`src/logic/uwb_cfg.svh`:
```
`ifndef UWB_CFG_SVH
`define UWB_CFG_SVH

// Bus and word-count widths
`define UWB_DATA_W 32
`define UWB_ADDR_HI 31
`define UWB_ADDR_LO 2
`define UWB_CNT_W 16
// Word step of the address counter, in word units
`define UWB_ADDR_STEP 30'h00000001
// Reset values
`define UWB_ADDR_RST 30'h00000000
`define UWB_DATA_RST 32'h00000000
`define UWB_CNT_RST 16'h0000

`endif

```
`src/logic/uwb_pkg.sv`:
```
package uwb_pkg;
  // Request kinds offered by the host side
  typedef enum logic [1:0] {
    UWB_SINGLE_READ  = 2'h0,
    UWB_SINGLE_WRITE = 2'h1,
    UWB_BLOCK_READ   = 2'h2,
    UWB_BLOCK_WRITE  = 2'h3
  } uwb_req_t;

  // Gray codes along idle -> strobe -> done -> strobe; done -> idle flips both bits
  typedef enum logic [1:0] {
    UWB_IDLE = 2'b00,
    UWB_STRB = 2'b01,
    UWB_DONE = 2'b11
  } uwb_state_t;
endpackage

```
`src/logic/uwb_bus_if.sv`:
```
`timescale 1ns/1ns
`include "uwb_cfg.svh"
interface uwb_bus_if;
  logic stb;
  logic we;
  logic [`UWB_ADDR_HI:`UWB_ADDR_LO] adr;
  logic [`UWB_DATA_W-1:0] dat_o;
  logic [`UWB_DATA_W-1:0] dat_i;
  logic ack;
  modport master (output stb, output we, output adr, output dat_o, input dat_i, input ack);
  modport port (input stb, input we, input adr, input dat_o, output dat_i, output ack);
endinterface

```
`src/logic/uwb_bus_port.sv`:
```
`timescale 1ns/1ns
`include "uwb_cfg.svh"
// Maps the internal carrier onto the published bus pin names
module uwb_bus_port (
  // Internal side
  uwb_bus_if.port bus,
  // Bus pins
  output wire logic stb_o,
  output wire logic we_o,
  output wire logic [`UWB_ADDR_HI:`UWB_ADDR_LO] adr_o,
  output wire logic [`UWB_DATA_W-1:0] dat_o,
  input wire logic [`UWB_DATA_W-1:0] dat_i,
  input wire logic ack_i
);
  assign stb_o = bus.stb;
  assign we_o = bus.we;
  assign adr_o = bus.adr;
  assign dat_o = bus.dat_o;
  assign bus.dat_i = dat_i;
  assign bus.ack = ack_i;
endmodule

```
`src/logic/uwb_master.sv`:
```
`timescale 1ns/1ns
`include "uwb_cfg.svh"
// Behaviour
// - One bus single cycle per single request; successive cycles, split by at least one strobe-low clock, for block requests.
// - No bursts; each block word is an independent single cycle.
// - Block address steps by one word per cycle when auto-increment selected.
// - Strobe marks write enable, address and write data valid.
// - Write enable high for writes, low for reads, throughout strobe.
// - Only byte address bits 31:2 drive the bus; bits 1:0 dropped.
// - Write data leaves on a 32-bit output bus.
// - Acknowledge in the first strobe clock is accepted.
module uwb_master (
  // Clock and reset
  input wire logic sys_clk,
  input wire logic rst,
  input wire logic clk_en,
  // Request port
  input wire logic req_valid,
  output logic req_ready,
  input wire uwb_pkg::uwb_req_t req_kind,
  input wire logic [`UWB_DATA_W-1:0] req_byte_addr,
  input wire logic [`UWB_CNT_W-1:0] req_count,
  input wire logic req_auto_inc,
  // Write data stream
  input wire logic wr_valid,
  output logic wr_ready,
  input wire logic [`UWB_DATA_W-1:0] wr_data,
  // Read data stream
  output logic rd_valid,
  output logic [`UWB_DATA_W-1:0] rd_data,
  // Status
  output logic busy,
  // Bus pins
  output wire logic stb_o,
  output wire logic we_o,
  output wire logic [`UWB_ADDR_HI:`UWB_ADDR_LO] adr_o,
  output wire logic [`UWB_DATA_W-1:0] dat_o,
  input wire logic [`UWB_DATA_W-1:0] dat_i,
  input wire logic ack_i
);
  ////////////////////////////////////////////////////////////////////////////
  uwb_bus_if bus ();

  uwb_bus_port u_port (
    .bus(bus),
    .stb_o(stb_o),
    .we_o(we_o),
    .adr_o(adr_o),
    .dat_o(dat_o),
    .dat_i(dat_i),
    .ack_i(ack_i)
  );

  function automatic logic is_write(input uwb_pkg::uwb_req_t k);
    is_write = (k == uwb_pkg::UWB_SINGLE_WRITE) || (k == uwb_pkg::UWB_BLOCK_WRITE);
  endfunction

  function automatic logic is_block(input uwb_pkg::uwb_req_t k);
    is_block = (k == uwb_pkg::UWB_BLOCK_READ) || (k == uwb_pkg::UWB_BLOCK_WRITE);
  endfunction

  ////////////////////////////////////////////////////////////////////////////
  uwb_pkg::uwb_state_t state_ff;
  uwb_pkg::uwb_state_t nxt_state;
  logic we_ff;
  logic inc_ff;
  logic [`UWB_ADDR_HI:`UWB_ADDR_LO] adr_ff;
  logic [`UWB_DATA_W-1:0] wdat_ff;
  logic [`UWB_CNT_W-1:0] left_ff;
  logic rd_valid_ff;
  logic [`UWB_DATA_W-1:0] rd_data_ff;

  wire idle = (state_ff == uwb_pkg::UWB_IDLE);
  wire in_strb = (state_ff == uwb_pkg::UWB_STRB);
  wire in_done = (state_ff == uwb_pkg::UWB_DONE);
  wire req_write = is_write(req_kind);
  // Zero count on a block request is treated as one word
  wire [`UWB_CNT_W-1:0] req_words = (is_block(req_kind) && req_count != `UWB_CNT_RST) ?
                                    req_count : 16'h0001;
  // Write requests start only once their first word is present
  wire start = clk_en && idle && req_valid && (!req_write || wr_valid);
  wire ack_hit = clk_en && in_strb && bus.ack;
  wire last = (left_ff == 16'h0001);
  // Next word of a block waits for its write data, keeping strobe low meanwhile
  wire next_go = clk_en && in_done && !last && (!we_ff || wr_valid);
  wire load_word = start || next_go;
  wire [`UWB_ADDR_HI:`UWB_ADDR_LO] adr_step = inc_ff ? (adr_ff + `UWB_ADDR_STEP) : adr_ff;

  ////////////////////////////////////////////////////////////////////////////
  // Next values of the cycle fields
  wire [`UWB_ADDR_HI:`UWB_ADDR_LO] adr_first = req_byte_addr[`UWB_ADDR_HI:`UWB_ADDR_LO];
  // Reads load zero so dat_o shows no stale write data during a read
  wire [`UWB_DATA_W-1:0] first_wdat = req_write ? wr_data : `UWB_DATA_RST;
  wire [`UWB_DATA_W-1:0] next_wdat = we_ff ? wr_data : wdat_ff;
  wire [`UWB_CNT_W-1:0] left_dec = left_ff - 16'h0001;
  // Only read acks return data
  wire rd_take = ack_hit && !we_ff;

  ////////////////////////////////////////////////////////////////////////////
  assign req_ready = clk_en && idle && (!req_write || wr_valid);
  assign wr_ready = load_word && (start ? req_write : we_ff);
  assign busy = !idle;
  assign rd_valid = rd_valid_ff;
  assign rd_data = rd_data_ff;

  ////////////////////////////////////////////////////////////////////////////
  // Strobe only while a cycle is open; no burst tags exist on this bus
  assign bus.stb = in_strb;
  assign bus.we = we_ff;
  assign bus.adr = adr_ff;
  assign bus.dat_o = wdat_ff;

  ////////////////////////////////////////////////////////////////////////////
  always_comb begin
    nxt_state = state_ff;
    unique case (state_ff)
      uwb_pkg::UWB_IDLE: begin
        if (start) begin
          nxt_state = uwb_pkg::UWB_STRB;
        end
      end
      uwb_pkg::UWB_STRB: begin
        if (ack_hit) begin
          nxt_state = uwb_pkg::UWB_DONE;
        end
      end
      uwb_pkg::UWB_DONE: begin
        // At least one idle clock between cycles drops strobe
        if (clk_en && last) begin
          nxt_state = uwb_pkg::UWB_IDLE;
        end else if (next_go) begin
          nxt_state = uwb_pkg::UWB_STRB;
        end
      end
      default: begin
        nxt_state = uwb_pkg::UWB_IDLE;
      end
    endcase
  end

  ////////////////////////////////////////////////////////////////////////////
  always_ff @(posedge sys_clk) begin
    if (rst) begin
      state_ff <= uwb_pkg::UWB_IDLE;
    end else begin
      state_ff <= nxt_state;
    end
  end

  ////////////////////////////////////////////////////////////////////////////
  // Cycle fields change only when a word is loaded, so they hold until ack
  always_ff @(posedge sys_clk) begin
    if (rst) begin
      we_ff <= 1'b0;
    end else if (start) begin
      we_ff <= req_write;
    end
  end

  // Auto-increment only ever applies to block requests
  always_ff @(posedge sys_clk) begin
    if (rst) begin
      inc_ff <= 1'b0;
    end else if (start) begin
      inc_ff <= req_auto_inc && is_block(req_kind);
    end
  end

  always_ff @(posedge sys_clk) begin
    if (rst) begin
      adr_ff <= `UWB_ADDR_RST;
    end else if (start) begin
      adr_ff <= adr_first;
    end else if (next_go) begin
      adr_ff <= adr_step;
    end
  end

  always_ff @(posedge sys_clk) begin
    if (rst) begin
      wdat_ff <= `UWB_DATA_RST;
    end else if (start) begin
      wdat_ff <= first_wdat;
    end else if (next_go) begin
      wdat_ff <= next_wdat;
    end
  end

  // Words still to move in this request, including the open one
  always_ff @(posedge sys_clk) begin
    if (rst) begin
      left_ff <= `UWB_CNT_RST;
    end else if (start) begin
      left_ff <= req_words;
    end else if (next_go) begin
      left_ff <= left_dec;
    end
  end

  ////////////////////////////////////////////////////////////////////////////
  // Read data captured in the ack clock
  always_ff @(posedge sys_clk) begin
    if (rst) begin
      rd_valid_ff <= 1'b0;
    end else if (clk_en) begin
      rd_valid_ff <= rd_take;
    end
  end

  // rd_data holds between pulses
  always_ff @(posedge sys_clk) begin
    if (rst) begin
      rd_data_ff <= `UWB_DATA_RST;
    end else if (rd_take) begin
      rd_data_ff <= bus.dat_i;
    end
  end
endmodule

```
`config.mk`:
```
export PLATFORM = sky130hd
export DESIGN_NAME = uwb_master
export DESIGN_NICKNAME = d
export VERILOG_FILES = /design/src/logic/uwb_pkg.sv /design/src/logic/uwb_bus_if.sv /design/src/logic/uwb_bus_port.sv /design/src/logic/uwb_master.sv
export VERILOG_INCLUDE_DIRS = /design/src /design/src/logic
export SDC_FILE = /design/constraint.sdc
export NUM_CORES = 1
export LEC_CHECK = 0
export ABC_AREA = 1
export BUFFER_PORTS_ARGS = -buffer_cell sky130_fd_sc_hd__buf_2
export CELL_PAD_IN_SITES_DETAIL_PLACEMENT = 1
export CELL_PAD_IN_SITES_GLOBAL_PLACEMENT = 1
export CORE_MARGIN = 2
export CORE_UTILIZATION = 30
export DETAILED_ROUTE_END_ITERATION = 12
export PLACE_DENSITY_LB_ADDON = 0.1
export SYNTH_ARGS = -nofsm -noshare
export SYNTH_HDL_FRONTEND = slang
export SYNTH_SLANG_ARGS = --single-unit
```
`constraint.sdc`:
```
create_clock -name sys_clk -period 1.5 [get_ports sys_clk]
set_clock_uncertainty 0.05 [all_clocks]
set_input_delay 0.075 -clock sys_clk [delete_from_list [all_inputs] [get_ports sys_clk]]
set_output_delay 0.075 -clock sys_clk [all_outputs]
set_load 0.01 [all_outputs]
```
==> metrics.csv <==
metric,value,unit
route.detailed.drc,0,
hold_path_end,left_ff[7],
finalNetCount,1509,
rrSetupSlack,-0.31,ns
cp.arrival,1.69,ns
hold_viol,0,
via_per_inst,4.72,
mostFrequentLayoutCell,nand2_1,
gp_congestion,0.773,
first_pass_iters,4,
cpPeakStageDelay,0.33,ns
synth_nets,1056,
via_count,7847,
relSlewSlack,72.1,%
antenna_found_initial,0,
grt_usage,24.3,%
grt_pass1_vias,8185,
end_kind,primary output,
dpl_cell_area,0.00838,mm2
rr_endpoint,adr_ff[10],
drive_above_1_share,43.9,%
yosys.area.top_type,dfxtp_1,
cts_sinks,115,
syn_inst,932,
grt_first_pass_wirelength,41700,um
clock-root-buffer,clkbuf_16,
p_leak,0.00502,uW
ant_nets,0,
yosys-top-cells-area,"dfxtp_1 38%, nand2_1 16%, nor2_1 13%, o21ai_0 6.9%, a21oi_1 4.6%",
ys_seq_elements,115,
power,10500,uW
min_period,1.82,ns
wl,27900,um
path_class,flip-flop to primary output,
r2r_cells,13,
ys_seq_area_share,38.3,%
row_count,51,
cts_buffers,17,
grt.overflow.total,0,
cts_buffer_depth,2,
initial_core_util,30.8,%
tightest_slew,0.418,ns
multiInputGateArea,0.00388,mm2
syn2layout_area_growth,83.9,%
io-pin-count,221,
path_cells,"inv_2, ha_4, nand2_2, nor2_2, nand2_2, nand2_4, buf_6, a21oi_4, buf_12, buf_6",
yosysWarnings,0,
io_buffers,218,
die_width,145,um
maxCapViolations,0,
clk_latency,0.42,ns
synth.top_cell.area_share,38.3,%
regArea,0.00233,mm2
hold_start,req_count[7],
most-common-layout-cells,"229 x nand2_1, 217 x buf_2, 150 x nor2_1",
grt_max_degree,51,
powerDensity,949,mW/mm2
rsz0062_at_grt,true,
die_h,145,um
fin_area,0.0110,mm2
violations,setup timing,
syn-cell-area,0.00601,mm2
n_antenna_cell,0,
fill_cells,2500,
synth_cell_type_count,38,
critPathTopFamily,buffers and inverters,
cts_tree,done,
ir_worst_vdd,790,uV
cp-start-kind,flip-flop,
path_max_fanout,2,
hold_depth,5,
r2r-start,left_ff[1],
drv_slew,0,
wl_per_cell,16.8,um
cp.required,1.37,ns
cp.depth,10,
fin_tns_setup,-20.16,ns
post-route-period-util,121,%
outcome,"complete, but fails checks",
dieArea,0.0212,mm2
htreeDepth,4,
hp-class,primary input to flip-flop,
setup_viol,84,
max_freq,550,MHz
coreArea,0.0195,mm2
drt_iter0_markers,210,
clk_pin_slew,0.06,ns
avgSynthCellArea,6.44,um2
dp_hpwl,16600,um
hold_slack,0.00127,ns
worst_path_max_delay_cell,dfxtp_2,
fin_ws,-0.318,ns
path_buf_inv,4,
==> stage by stage <==
step / utilization, % / cells / worst slack (ns)
3_3_place_gp: 42.9 / 1499 / -0.167
2_1_floorplan: - / 932 / -0.0350
6_report: 56.6 / 1663 / -0.318
5_1_grt: 56.6 / 1663 / -0.411
4_1_cts: 52.4 / 1644 / -0.308
3_5_place_dp: 42.9 / 1499 / -0.264
==> synthesized netlist by cell type, drive strengths merged <==
cell	number
nand3b	9
inv	57
nor3	3
a21boi	2
nand3	31
and2	1
a31oi	3
or2	13
o21bai	2
o21ai	85
clkbuf	20
dfxtp	115
xor2	6
a211oi	1
a21oi	65
buf	22
a22oi	2
xnor2	2
nand4	3
nor3b	1
nor2	211
ha	3
clkinv	1
nand2	274
==> cell type report <==
cell class	count	share of cell area, %
clock inverter	14	1.09
tap	265	3.00
timing repair buffer	473	33.8
clock buffer	18	3.89
sequential	115	21.1
multi-input combinational	720	35.2
inverter	58	2.01
==> cell families (layout without fill, tap and decap cells) <==
logic type,count (synthesis),count (layout),synth area share [%]
AND/OR/NAND/NOR,546,549,37.9
AO/OA/AOI/OAI,160,160,14.5
flip-flops,115,115,38.3
buffers and inverters,100,563,7.44
XOR/XNOR,8,8,1.17
adder cells (fa/ha/maj),3,3,0.625
==> per-layer routing <==
layer | wire length, um | track usage (%)
met1 | 11700 | 28.3
met2 | 14300 | 44.9
met3 | 1390 | 5.45
met4 | 497 | 6.62
met5 | 0 | 0
==> report_power, final <==
group / switching [uW] / internal (uW)
logic: 1620 / 1540
registers: 152 / 3270
clock network: 1730 / 2160
total: 3510 / 6970
==> worst min-delay path: stages <==
cell and delay [ns]:
buf_2 0.09, nand2_1 0.07, nand2_2 0.07, nor2_1 0.04, nor2_1 0.08
==> state kept, by name, summed over array words and instances, names as in the netlist <==
register and count:
state_ff 2, inc_ff 1, rd_valid 1, adr_ff 30, rd_data 32, left_ff 16, bus.dat_o 32, bus.we 1
==> worst max path at each step <==
| stage | from | slack, ns | to |
|---|---|---|---|
| final | left_ff[1] | -0.32 | wr_ready |
| after detailed placement | state_ff[0] | -0.26 | bus.dat_o[21] |
| after global placement | state_ff[0] | -0.17 | bus.dat_o[12] |
| after CTS | left_ff[1] | -0.31 | wr_ready |
| after global routing | left_ff[1] | -0.41 | adr_ff[21] |
| after floorplan | left_ff[1] | -0.04 | bus.dat_o[27] |
==> what timing repair did <==
action | in CTS | in global routing
buffers inserted | 14 | 10
gates cloned | 5 | 10
hold endpoints to repair | 94 | 0
gates resized for setup | 57 | 168
pin swaps | 12 | 39
endpoints found under the setup margin | 85 | 116
hold buffers | 94 | 0
(Power assumes the default switching activity.)
